--- src/rtl/cafl_regs.vh ---
// Register offsets, field positions and reset values of the acceptance filter.
`ifndef CAFL_REGS_VH
`define CAFL_REGS_VH
`define CAFL_OFF_CTRL       8'h00
`define CAFL_OFF_STATUS     8'h04
`define CAFL_OFF_BUF0_CTL   8'h08
`define CAFL_OFF_BUF1_CTL   8'h0c
`define CAFL_OFF_BUF0_ID    8'h10
`define CAFL_OFF_BUF1_ID    8'h14
`define CAFL_OFF_FILT_BASE  8'h20
`define CAFL_OFF_FILT_STEP  8'h04
`define CAFL_FILT_PAGE      3'h1
`define CAFL_OFF_MASK0      8'h40
`define CAFL_OFF_MASK1      8'h44
`define CAFL_CTRL_CFG       0
`define CAFL_CTRL_DBEN      1
`define CAFL_CTRL_CFG_RST   1'b1
`define CAFL_CTRL_DBEN_RST  1'b0
`define CAFL_CTL_FULL       3
`define CAFL_STAT_FULL0     0
`define CAFL_STAT_FULL1     1
`define CAFL_STAT_OVF       2
`define CAFL_STAT_BUSY      3
`define CAFL_HIT_RST        3'h0
`define CAFL_HIT_ROLL_HI    2'h3
`define CAFL_HIT_LOW_HI     2'h0
`define CAFL_NUM_FILT       6
`define CAFL_NUM_FILT_B0    2
`endif

--- src/rtl/cafl_match.v ---
// One acceptance filter compared bit by bit against a frame identifier.
`timescale 1ns/10ps
module cafl_match
#(
    parameter ID_W = 29
)
(
    input  wire [ID_W-1:0] id,
    input  wire [ID_W-1:0] filt,
    input  wire [ID_W-1:0] mask,
    output wire            hit
);
    // A cleared mask bit accepts the position; a set one demands equality.
    assign hit = &(~mask | ~(id ^ filt));
endmodule

--- src/rtl/cafl_prio.v ---
// Priority encoder that picks the lowest-numbered matching filter.
`timescale 1ns/10ps
module cafl_prio
(
    input  wire [5:0] hits,
    output reg  [2:0] code,
    output reg        any
);
    integer i;
    always @*
    begin
        code = 3'h0;
        any  = 1'b0;
        // Walk upward and keep the first hit met.
        for (i = 0; i < 6; i = i + 1)
        begin
            if (hits[i] && !any)
            begin
                code = i[2:0];
                any  = 1'b1;
            end
        end
    end
endmodule

--- src/rtl/cafl_top.v ---
// Acceptance filter with two receive buffers behind a Wishbone slave.
//
// Our own choices: the register offsets and the Wishbone slave port.
`timescale 1ns/10ps
`include "cafl_regs.vh"
module cafl_top
#(
    parameter ID_W = 29
)
(
    input  wire            CLK,
    input  wire            SRST,
    input  wire            WB_CYC_I,
    input  wire            WB_STB_I,
    input  wire            WB_WE_I,
    input  wire [7:0]      WB_ADR_I,
    input  wire [3:0]      WB_SEL_I,
    input  wire [31:0]     WB_DAT_I,
    output reg  [31:0]     WB_DAT_O,
    output reg             WB_ACK_O,
    input  wire            FRAME_VALID,
    input  wire [ID_W-1:0] FRAME_ID,
    output reg             BUSY,
    output reg             BUF0_LOAD,
    output reg             BUF1_LOAD,
    output reg             BUF0_FULL,
    output reg             BUF1_FULL,
    output reg  [ID_W-1:0] BUF0_ID,
    output reg  [ID_W-1:0] BUF1_ID,
    output reg  [2:0]      BUF0_HIT,
    output reg  [2:0]      BUF1_HIT
);
    localparam [2:0] ST_IDLE  = 3'b001;
    localparam [2:0] ST_CMP   = 3'b010;
    localparam [2:0] ST_STORE = 3'b100;
    localparam       NF       = `CAFL_NUM_FILT;
    localparam       PAD      = 32 - ID_W;

    // Byte-lane merge shared by every writable identifier register.
    function [ID_W-1:0] merge;
        input [ID_W-1:0] old;
        input [31:0]     wdat;
        input [3:0]      sel;
        reg   [31:0]     tmp;
        integer          b;
        begin
            tmp = {{PAD{1'b0}}, old};
            for (b = 0; b < 4; b = b + 1)
            begin
                if (sel[b])
                begin
                    tmp[8*b +: 8] = wdat[8*b +: 8];
                end
            end
            merge = tmp[ID_W-1:0];
        end
    endfunction

    reg  [2:0]         state_q;
    reg  [2:0]         state_d;
    reg  [ID_W-1:0]    id_q;
    reg  [NF-1:0]      hits_q;
    wire [NF*ID_W-1:0] filt_q;
    reg  [ID_W-1:0]    mask0_q;
    reg  [ID_W-1:0]    mask1_q;
    reg                cfg_q;
    reg                dben_q;
    reg                ovf_q;
    reg                ovf_d;
    reg                full0_d;
    reg                full1_d;
    reg                load0_d;
    reg                load1_d;
    reg                drop_d;
    reg  [2:0]         code0_d;
    reg  [2:0]         code1_d;
    reg                roll_d;
    reg  [31:0]        rdat_d;
    wire [NF-1:0]      hit_vec;
    wire [2:0]         prio_code;
    wire               prio_any;
    wire               any_b0;
    wire               wb_req;
    wire               wb_wr;
    wire [2:0]         filt_idx;
    wire               filt_page;
    wire               clr0;
    wire               clr1;
    wire               clr_ovf;

    assign wb_req    = WB_CYC_I & WB_STB_I & ~WB_ACK_O;
    assign wb_wr     = wb_req & WB_WE_I;
    assign filt_idx  = WB_ADR_I[4:2];
    assign filt_page = (WB_ADR_I[7:5] == `CAFL_FILT_PAGE) &&
                       (WB_ADR_I[1:0] == 2'h0) &&
                       (filt_idx < 3'h6);
    assign clr0      = wb_wr && (WB_ADR_I == `CAFL_OFF_BUF0_CTL) &&
                       WB_SEL_I[0] && WB_DAT_I[`CAFL_CTL_FULL];
    assign clr1      = wb_wr && (WB_ADR_I == `CAFL_OFF_BUF1_CTL) &&
                       WB_SEL_I[0] && WB_DAT_I[`CAFL_CTL_FULL];
    assign clr_ovf   = wb_wr && (WB_ADR_I == `CAFL_OFF_STATUS) &&
                       WB_SEL_I[0] && WB_DAT_I[`CAFL_STAT_OVF];

    genvar gi;
    generate
        for (gi = 0; gi < NF; gi = gi + 1)
        begin : g_filt
            localparam integer OFF_SUM = `CAFL_OFF_FILT_BASE +
                                         `CAFL_OFF_FILT_STEP * gi;
            localparam [7:0]   OFF     = OFF_SUM[7:0];
            wire [ID_W-1:0] use_mask;
            reg  [ID_W-1:0] value_q;
            // First two filters belong to buffer zero's mask.
            assign use_mask = (gi < `CAFL_NUM_FILT_B0) ?
                              mask0_q : mask1_q;
            cafl_match #(.ID_W(ID_W)) u_match
            (
                .id   (id_q),
                .filt (value_q),
                .mask (use_mask),
                .hit  (hit_vec[gi])
            );
            always @(posedge CLK)
            begin
                if (SRST)
                begin
                    value_q <= {ID_W{1'b0}};
                end
                else if (wb_wr && cfg_q && WB_ADR_I == OFF)
                begin
                    value_q <= merge(value_q, WB_DAT_I, WB_SEL_I);
                end
            end
            assign filt_q[gi*ID_W +: ID_W] = value_q;
        end
    endgenerate

    cafl_prio u_prio
    (
        .hits (hits_q),
        .code (prio_code),
        .any  (prio_any)
    );

    assign any_b0 = |hits_q[`CAFL_NUM_FILT_B0-1:0];

    // Bus slave: one wait state, every access acknowledged.
    always @(posedge CLK)
    begin
        if (SRST)
        begin
            WB_ACK_O <= 1'b0;
            WB_DAT_O <= 32'h0;
            cfg_q    <= `CAFL_CTRL_CFG_RST;
            dben_q   <= `CAFL_CTRL_DBEN_RST;
            mask0_q  <= {ID_W{1'b0}};
            mask1_q  <= {ID_W{1'b0}};
        end
        else
        begin
            WB_ACK_O <= wb_req;
            WB_DAT_O <= wb_req ? rdat_d : 32'h0;
            if (wb_wr && WB_ADR_I == `CAFL_OFF_CTRL && WB_SEL_I[0])
            begin
                cfg_q  <= WB_DAT_I[`CAFL_CTRL_CFG];
                dben_q <= WB_DAT_I[`CAFL_CTRL_DBEN];
            end
            if (wb_wr && cfg_q && WB_ADR_I == `CAFL_OFF_MASK0)
            begin
                mask0_q <= merge(mask0_q, WB_DAT_I, WB_SEL_I);
            end
            if (wb_wr && cfg_q && WB_ADR_I == `CAFL_OFF_MASK1)
            begin
                mask1_q <= merge(mask1_q, WB_DAT_I, WB_SEL_I);
            end
        end
    end

    // Read mux; unmapped offsets read as zero.
    always @*
    begin
        rdat_d = 32'h0;
        case (WB_ADR_I)
            `CAFL_OFF_CTRL:
            begin
                rdat_d[`CAFL_CTRL_CFG]  = cfg_q;
                rdat_d[`CAFL_CTRL_DBEN] = dben_q;
            end
            `CAFL_OFF_STATUS:
            begin
                rdat_d[`CAFL_STAT_FULL0] = BUF0_FULL;
                rdat_d[`CAFL_STAT_FULL1] = BUF1_FULL;
                rdat_d[`CAFL_STAT_OVF]   = ovf_q;
                rdat_d[`CAFL_STAT_BUSY]  = BUSY;
            end
            `CAFL_OFF_BUF0_CTL:
            begin
                rdat_d[2:0]            = BUF0_HIT;
                rdat_d[`CAFL_CTL_FULL] = BUF0_FULL;
            end
            `CAFL_OFF_BUF1_CTL:
            begin
                rdat_d[2:0]            = BUF1_HIT;
                rdat_d[`CAFL_CTL_FULL] = BUF1_FULL;
            end
            `CAFL_OFF_BUF0_ID:
            begin
                rdat_d = {{PAD{1'b0}}, BUF0_ID};
            end
            `CAFL_OFF_BUF1_ID:
            begin
                rdat_d = {{PAD{1'b0}}, BUF1_ID};
            end
            `CAFL_OFF_MASK0:
            begin
                rdat_d = cfg_q ? {{PAD{1'b0}}, mask0_q} : 32'h0;
            end
            `CAFL_OFF_MASK1:
            begin
                rdat_d = cfg_q ? {{PAD{1'b0}}, mask1_q} : 32'h0;
            end
            default:
            begin
                if (filt_page && cfg_q)
                begin
                    rdat_d = {{PAD{1'b0}}, filt_q[filt_idx*ID_W +: ID_W]};
                end
            end
        endcase
    end

    // Storage decision, taken once the match vector is settled.
    always @*
    begin
        load0_d = 1'b0;
        load1_d = 1'b0;
        drop_d  = 1'b0;
        roll_d  = 1'b0;
        code0_d = BUF0_HIT;
        code1_d = BUF1_HIT;
        if (state_q == ST_STORE && prio_any)
        begin
            if (any_b0)
            begin
                if (!BUF0_FULL)
                begin
                    load0_d = 1'b1;
                    code0_d = {`CAFL_HIT_LOW_HI, prio_code[0]};
                end
                else if (dben_q && !BUF1_FULL)
                begin
                    load1_d = 1'b1;
                    roll_d  = 1'b1;
                    code1_d = {`CAFL_HIT_LOW_HI, prio_code[0]};
                    code0_d = {`CAFL_HIT_ROLL_HI, prio_code[0]};
                end
                else
                begin
                    drop_d = 1'b1;
                end
            end
            else if (!BUF1_FULL)
            begin
                load1_d = 1'b1;
                code1_d = prio_code;
            end
            else
            begin
                drop_d = 1'b1;
            end
        end
        // A load in the same cycle as a release leaves the buffer full.
        full0_d = (BUF0_FULL & ~clr0) | load0_d;
        full1_d = (BUF1_FULL & ~clr1) | load1_d;
        ovf_d   = (ovf_q & ~clr_ovf) | drop_d;
    end

    always @*
    begin
        case (state_q)
            ST_IDLE:
            begin
                state_d = FRAME_VALID ? ST_CMP : ST_IDLE;
            end
            ST_CMP:
            begin
                state_d = ST_STORE;
            end
            ST_STORE:
            begin
                state_d = ST_IDLE;
            end
            default:
            begin
                state_d = ST_IDLE;
            end
        endcase
    end

    // Frames that arrive while a decision is pending are not seen.
    always @(posedge CLK)
    begin
        if (SRST)
        begin
            state_q   <= ST_IDLE;
            id_q      <= {ID_W{1'b0}};
            hits_q    <= {NF{1'b0}};
            BUSY      <= 1'b0;
            BUF0_LOAD <= 1'b0;
            BUF1_LOAD <= 1'b0;
            BUF0_FULL <= 1'b0;
            BUF1_FULL <= 1'b0;
            BUF0_ID   <= {ID_W{1'b0}};
            BUF1_ID   <= {ID_W{1'b0}};
            BUF0_HIT  <= `CAFL_HIT_RST;
            BUF1_HIT  <= `CAFL_HIT_RST;
            ovf_q     <= 1'b0;
        end
        else
        begin
            state_q   <= state_d;
            BUSY      <= (state_d != ST_IDLE);
            if (state_q == ST_IDLE && FRAME_VALID)
            begin
                id_q <= FRAME_ID;
            end
            if (state_q == ST_CMP)
            begin
                hits_q <= hit_vec;
            end
            BUF0_LOAD <= load0_d;
            BUF1_LOAD <= load1_d;
            BUF0_FULL <= full0_d;
            BUF1_FULL <= full1_d;
            ovf_q     <= ovf_d;
            BUF0_HIT  <= code0_d;
            BUF1_HIT  <= code1_d;
            if (load0_d)
            begin
                BUF0_ID <= id_q;
            end
            if (load1_d)
            begin
                BUF1_ID <= id_q;
            end
        end
    end
endmodule

--- config.mk ---
export PLATFORM = sky130hd
export DESIGN_NAME = cafl_top
export DESIGN_NICKNAME = d
export VERILOG_FILES = /design/src/rtl/cafl_match.v /design/src/rtl/cafl_prio.v /design/src/rtl/cafl_top.v
export VERILOG_INCLUDE_DIRS = /design/src /design/src/rtl
export SDC_FILE = /design/constraint.sdc
export NUM_CORES = 1
export LEC_CHECK = 0
export ABC_AREA = 1
export BUFFER_PORTS_ARGS = -buffer_cell sky130_fd_sc_hd__buf_4
export CAP_MARGIN = 20
export CORE_ASPECT_RATIO = 1.2
export CORE_MARGIN = 10
export CORE_UTILIZATION = 37
export DETAILED_ROUTE_END_ITERATION = 12
export PLACE_DENSITY = 0.58
export SYNTH_ARGS = -nofsm -noshare
export SYNTH_HDL_FRONTEND = slang
export SYNTH_SLANG_ARGS = --single-unit
--- constraint.sdc ---
create_clock -name CLK -period 1.8 [get_ports CLK]
set_input_delay 0.36 -clock CLK [delete_from_list [all_inputs] [get_ports CLK]]
set_output_delay 0.36 -clock CLK [all_outputs]
set_load 0.02 [all_outputs]
# Word level (Yosys, flattened, before mapping)
# Index checks and enable logic that the tools add are counted.
op_classes:
  reduce_logical: 82
  n_shift: 1
  bitwise_logic: 34
  mul: 1
  eq_ne: 22
  order_cmp: 1
  muxes: 38
ops:
  columns: ["operator", "count"]
  rows:
  - ["$not 29->29", 8]
  - ["$or 29x29->29", 6]
  - ["$reduce_and 29->1", 6]
  - ["$shiftx 174x9->29", 1]
  - ["$xor 29x29->29", 6]
  - ["$pmux 28 s5", 1]
  - ["$mux 29", 3]
  - ["$reduce_and 2->1", 32]
  - ["$eq 8x6->1 const B", 6]
  - ["$pmux 2 s8", 2]
  - ["$logic_and 1x1->1", 31]
  - ["$mux 3", 8]
  - ["$mux 1", 20]
  - ["$eq 8x4->1 const B", 2]
  - ["$eq 8x5->1 const B", 2]
  - ["$eq 8x7->1 const B", 2]
  - ["$eq 8x3->1 const B", 1]
  - ["$logic_not 8->1", 1]
  - ["$mul 3x5->8 const B", 1]
  - ["$and 1x1->1", 6]
  - ["$eq 3x1->1 const B", 2]
  - ["$logic_not 1->1", 6]
  - ["$mux 2", 3]
  - ["$ne 2x1->1 const B", 3]
  - ["13 further kinds", 20]
word_totals:
  regBits: 375
  in_bits: 79

# Depth between registers and ports, before layout
logic_depth:
  depth_word: 19
  ltp_mapped: 12
  mapped_depth_nobuf: 11

# Modules after synthesis
# Synthesis repeated with hierarchy kept, for this count alone.
unflattened:
  hier_cells: 3268
  hier_area_um2: 19661.4
modules_own_cells:
  columns: ["mod", "area_each_um2", "seq_area_each_um2", "n_inst", "cells_per_inst"]
  rows:
  - ["cafl_top", 16086.7, 7427.1, 1, 2349]
  - ["cafl_match", 584.3, 0.0, 6, 151]
  - ["cafl_prio", 68.8, 0.0, 1, 13]

# Worst setup path after synthesis
# OpenSTA, ideal clock, no wires.
synth_path:
  path_kind: "reg-to-reg"
  start: "register WB_ACK_O"
  end: "register g_filt[4].value_q[28]"
  setup_ns: 0.132
  arrival_time_ns: 1.525
  setup_slack_ns: 0.143
  t_required_ns: 1.668
  n_path_buf: 0
  synth_period_minus_slack_ns: 1.657
  stages_incl_launch_ff: 9
  cell_sequence: "dfxtp_1 > nor3_2 > nand2_1 > inv_2 > nand2_2 > nor2_1 > inv_1 > nand2_1 > a21oi_1"
synth_via:
  elab_chain_len: 6
synth_rtl:
  columns: ["item", "line_no", "text"]
  rows:
  - ["start: declaration", "cafl_top.v:20", "output reg WB_ACK_O,"]
  - ["start signal: assignment", "cafl_top.v:161", "WB_ACK_O <= wb_req;"]
  - ["$not 1->1", "cafl_top.v:91", "assign wb_req = WB_CYC_I & WB_STB_I & ~WB_ACK_O;"]
  - ["$and 1x1->1", "cafl_top.v:91", null]
  - ["$and 1x1->1", "cafl_top.v:92", "assign wb_wr = wb_req & WB_WE_I;"]
  - ["$logic_and 1x1->1 (2 in series)", "cafl_top.v:129", "else if (wb_wr && cfg_q && WB_ADR_I == OFF)"]
  - ["$reduce_and 2->1 (no source line)", null, null]
  - ["end signal: assignment", "cafl_top.v:127", "value_q <= {ID_W{1'b0}};"]
  - ["end signal: assignment", "cafl_top.v:131", "value_q <= merge(value_q, WB_DAT_I, WB_SEL_I);"]
  - ["end: declaration", "cafl_top.v:112", "reg [ID_W-1:0] value_q;"]
# Every way passes these cells.
# A chain may end at the register's enable or synchronous reset.

# Worst setup path after layout
layout_path:
  start: "register WB_ACK_O"
  end: "register mask1_q[18], in the netlist g_filt[2].use_mask[18]"
layout_via:
  elab_chain_len: 6
layout_rtl:
  columns: ["item", "line_no", "text"]
  rows:
  - ["$not 1->1", "cafl_top.v:91", null]
  - ["$and 1x1->1", "cafl_top.v:91", null]
  - ["$and 1x1->1", "cafl_top.v:92", null]
  - ["$logic_and 1x1->1", "cafl_top.v:172", "if (wb_wr && cfg_q && WB_ADR_I == `CAFL_OFF_MASK1)"]
  - ["$logic_and 1x1->1 (no source line)", null, null]
  - ["$reduce_and 2->1 (no source line)", null, null]
  - ["end signal: assignment", "cafl_top.v:157", "mask1_q <= {ID_W{1'b0}};"]
  - ["end signal: assignment", "cafl_top.v:174", "mask1_q <= merge(mask1_q, WB_DAT_I, WB_SEL_I);"]
  - ["end: declaration", "cafl_top.v:65", "reg [ID_W-1:0] mask1_q;"]
# Every way passes these cells.

==> out/qor.yml <==
setup_path:
  critPathLaunchType: "flip-flop"
  max_stage_delay_ns: 0.34
  r2r_start: "WB_ACK_O"
  cp_top_family: "simple AND/OR/NAND/NOR gates"
  end_kind: "flip-flop"
  regToRegSetupSlack_ns: 0.06
  arrival_ns: 2.17
  path_cells: "nor3_4, nand2_2, buf_6, nor3_4, buf_6, nand2_2, buf_4, nand2_1, a21oi_1"
  critPathKind: "reg2reg"
  critPathMaxFanout: 7
  critPathRequiredTime_ns: 2.23
  cpMaxStageDelayCell: "dfxtp_2"
  reg2reg_to: "g_filt[2].use_mask[18]"
  r2r_cells: 9
  critical_path_buf_inv_count: 3
hold_path:
  whs_endpoint: "id_q[21]"
  min_from: "FRAME_ID[21]"
  hold_path.class: "in2reg"
  holdPathStages: 3
global_routing:
  grt_pass1_wl_um: 127000
  groute.layer.met1.usage: 0.341
  gr-usage-all-layers: 0.270
  grt_use_met2: 0.427
  grt_overflow: 0
  grt_util_met3: 0.0543
  grt_pass1_vias: 19903
  grt_max_degree: 130
  busiest_layer: "met2"
  grt_antenna_before_repair: 1
timing:
  fin_crit_sh: 0.967
  tightest_slew_ns: 0.698
  maxSlewHeadroom: 0.535
  rsz0062_at_grt: "no"
  clock_skew_ns: 0.0202
  drv_slew: 0
  max_freq_mhz: 575
  period_needed_ns: 1.74
  timing.hold.ws_ns: 0.0644
  finalSetupViolCount: 0
  finalHoldViolCount: 0
place:
  dpl_cell_area_mm2: 0.0227
  port_buffers: 174
  hpwl_um: 64500
  place.gp.congestion: 0.995
clock_tree:
  path_clk_slew_ns: 0.06
  cts-htree-levels: 2
  cts-root-buf: "clkbuf_16"
  cts_tree: "built"
  cts_sinks: 371
  cts_inserted_buffers: 41
  cts_buffer_depth: 3
  clk_latency_ns: 0.58
routing:
  drtAntennaViolNets: 0
  vias_per_cell: 5.35
  drt-initial-drc-count: 2448
  routed_wirelength_um: 86600
  vias: 21704
  post_drt_wl_per_cell_um: 21.3
  drc: 0
  dr.pass1.iters: 6
outcome:
  outcome: "complete, no violations"
die:
  start_util: 0.374
  num_rows: 91
  die_h_um: 270
  dieArea_mm2: 0.0616
  die_w_um: 228
  coreArea_mm2: 0.0515
  io_pins: 181
pwr:
  p_per_area_mw_per_mm2: 789
  leakagePower_nw: 10.2
  peakVddDrop_uv: 620
logic_synthesis:
  synth_ff_type: "dfxtp_1"
  synth_enable_flop_cells: 0
  ys_ff_latch: 371
  ys_seq_area_frac: 0.386
  yosysTopAreaCell: "dfxtp_1"
  synth_area_mm2: 0.0192
  async_flop_share: 0
  ys_top_cells_by_area: "dfxtp_1, nand2_1, nand3_1"
  yosysWarnings: 0
  ys_types: 38
  syn_inst: 3055
  syn_avg_cell_area_um2: 6.30
  synth_top_area_share: 0.386
final_layout:
  area_delta_synth_final_pct: 26.1
  drive_above_1_share: 0.166
  n_antenna_cell: 0
  nets: 3407
  final_area_mm2: 0.0243
flow_run:
  maxCapViolCount: 0
worst register-to-register path: stages, from the launching register on:
cell and delay, ns:
dfxtp_2 0.34, nor3_4 0.16, nand2_2 0.11, buf_6 0.15, nor3_4 0.24, buf_6 0.22, nand2_2 0.08, buf_4 0.17
nand2_1 0.06, a21oi_1 0.06
layer usage:
layer | vias to the layer above | part of all wire
li1 | 10347 | -
met1 | 10031 | 0.41
met2 | 1088 | 0.45
met3 | 238 | 0.090
met4 | 0 | 0.055
met5 | - | 0
layout by cell type, fill, tap and decap left out, types with 6 or more instances in the layout:
cell type  Yosys  final
clkbuf_1     116      7
buf_4         10    366
clkbuf_16      0     43
inv_2         24     27
o21ai_1       23     23
inv_1        262    259
clkbuf_8       0      7
nand2_2       11     12
a21oi_1      336    336
buf_12         0     33
nand2_1     1098   1095
o21ai_0      110    110
nor2_2        10     10
buf_6          9      6
nor2_1       159    156
nand4_1       23     23
nor2_4        13     16
o221ai_1      23     23
clkinv_2       0      8
nand3_1      382    382
dfxtp_1      371    368
how the worst max path moves through the flow:
stage | start | to | slack, ns | cells past startpoint
after floorplan | WB_ACK_O | g_filt[4].value_q[28] | 0.14 | 8
after global placement | WB_ADR_I[7] | g_filt[1].value_q[16] | -0.24 | 12
after detailed placement | WB_ADR_I[1] | WB_DAT_O[13] | -0.30 | 9
after CTS | WB_ACK_O | g_filt[2].use_mask[18] | 0.02 | 9
after global routing | WB_ACK_O | g_filt[2].use_mask[17] | 0.00008 | 9
final | WB_ACK_O | g_filt[2].use_mask[18] | 0.06 | 9
what timing repair did:
item / in CTS / in global routing
buffers inserted: 1 / 2
hold endpoints to repair: 2 / 0
hold buffers: 1 / 0
setup endpoints to repair: 92 / 54
pin swaps: 3 / 1
resized for setup: 9 / 10
where the power goes:
part | total (mW) | internal, mW | switching (mW)
combinational | 1.69 | 0.540 | 1.15
clock | 9.06 | 5.37 | 3.69
sequential | 8.38 | 8.28 | 0.0976
metrics by stage:
stage          worst slack, ns  TNS, ns  utilization  std cells  total power [mW]
6_report                0.0601        0        0.471       4056              19.1
5_1_grt              0.0000837        0        0.471       4056              19.7
3_5_place_dp            -0.297   -33.03        0.442       3978              10.2
2_1_floorplan            0.143        0            -       3057              9.43
3_3_place_gp            -0.239   -28.42        0.442       3978              10.2
4_1_cts                 0.0240        0        0.470       4054              19.2
flip-flops by register name, summed over array words and instances (netlist names), 2 cells and up:
name / count
WB_DAT_O: 29
BUF0_HIT: 2
BUF0_ID: 29
id_q: 29
g_filt.value_q: 174
state_q: 3
BUF1_ID: 29
g_filt.use_mask: 58
BUF1_HIT: 3
hits_q: 6
cells by family after synthesis:
| group | count (synthesis) | share of synthesized area |
|---|---|---|
| AOI/OAI and AO/OA | 497 | 0.134 |
| DFF | 371 | 0.386 |
| and+or+nand+nor | 1716 | 0.380 |
| buffers and inverters | 470 | 0.0998 |
| other | 1 | 0.000195 |
layout make-up:
class	count	area, µm²
clock inverter	17	221
timing repair buffer	406	3490
sequential	371	7430
tap	697	872
clock buffer	57	1200
fill	5327	27200
multi-input combinational	2216	9950
inverter	292	1100
cells in the mapped netlist, types with 2 or more instances:
library cell	n
nand2_1	1098
clkinv_1	4
o21ai_0	110
buf_6	9
o21a_1	2
buf_1	8
a21oi_1	336
nor3_2	2
nand3_1	382
nor2_2	10
clkbuf_2	16
nand4_1	23
nor3_4	4
o21ai_1	23
nor2_1	159
nor3_1	3
nand2_4	2
nor2_4	13
clkbuf_1	116
inv_2	24
o221ai_1	23
dfxtp_1	371
nor2_8	4
inv_1	262
buf_4	10
buf_2	19
nand2_2	11
No activity file was read; power rests on OpenSTA's default activity.
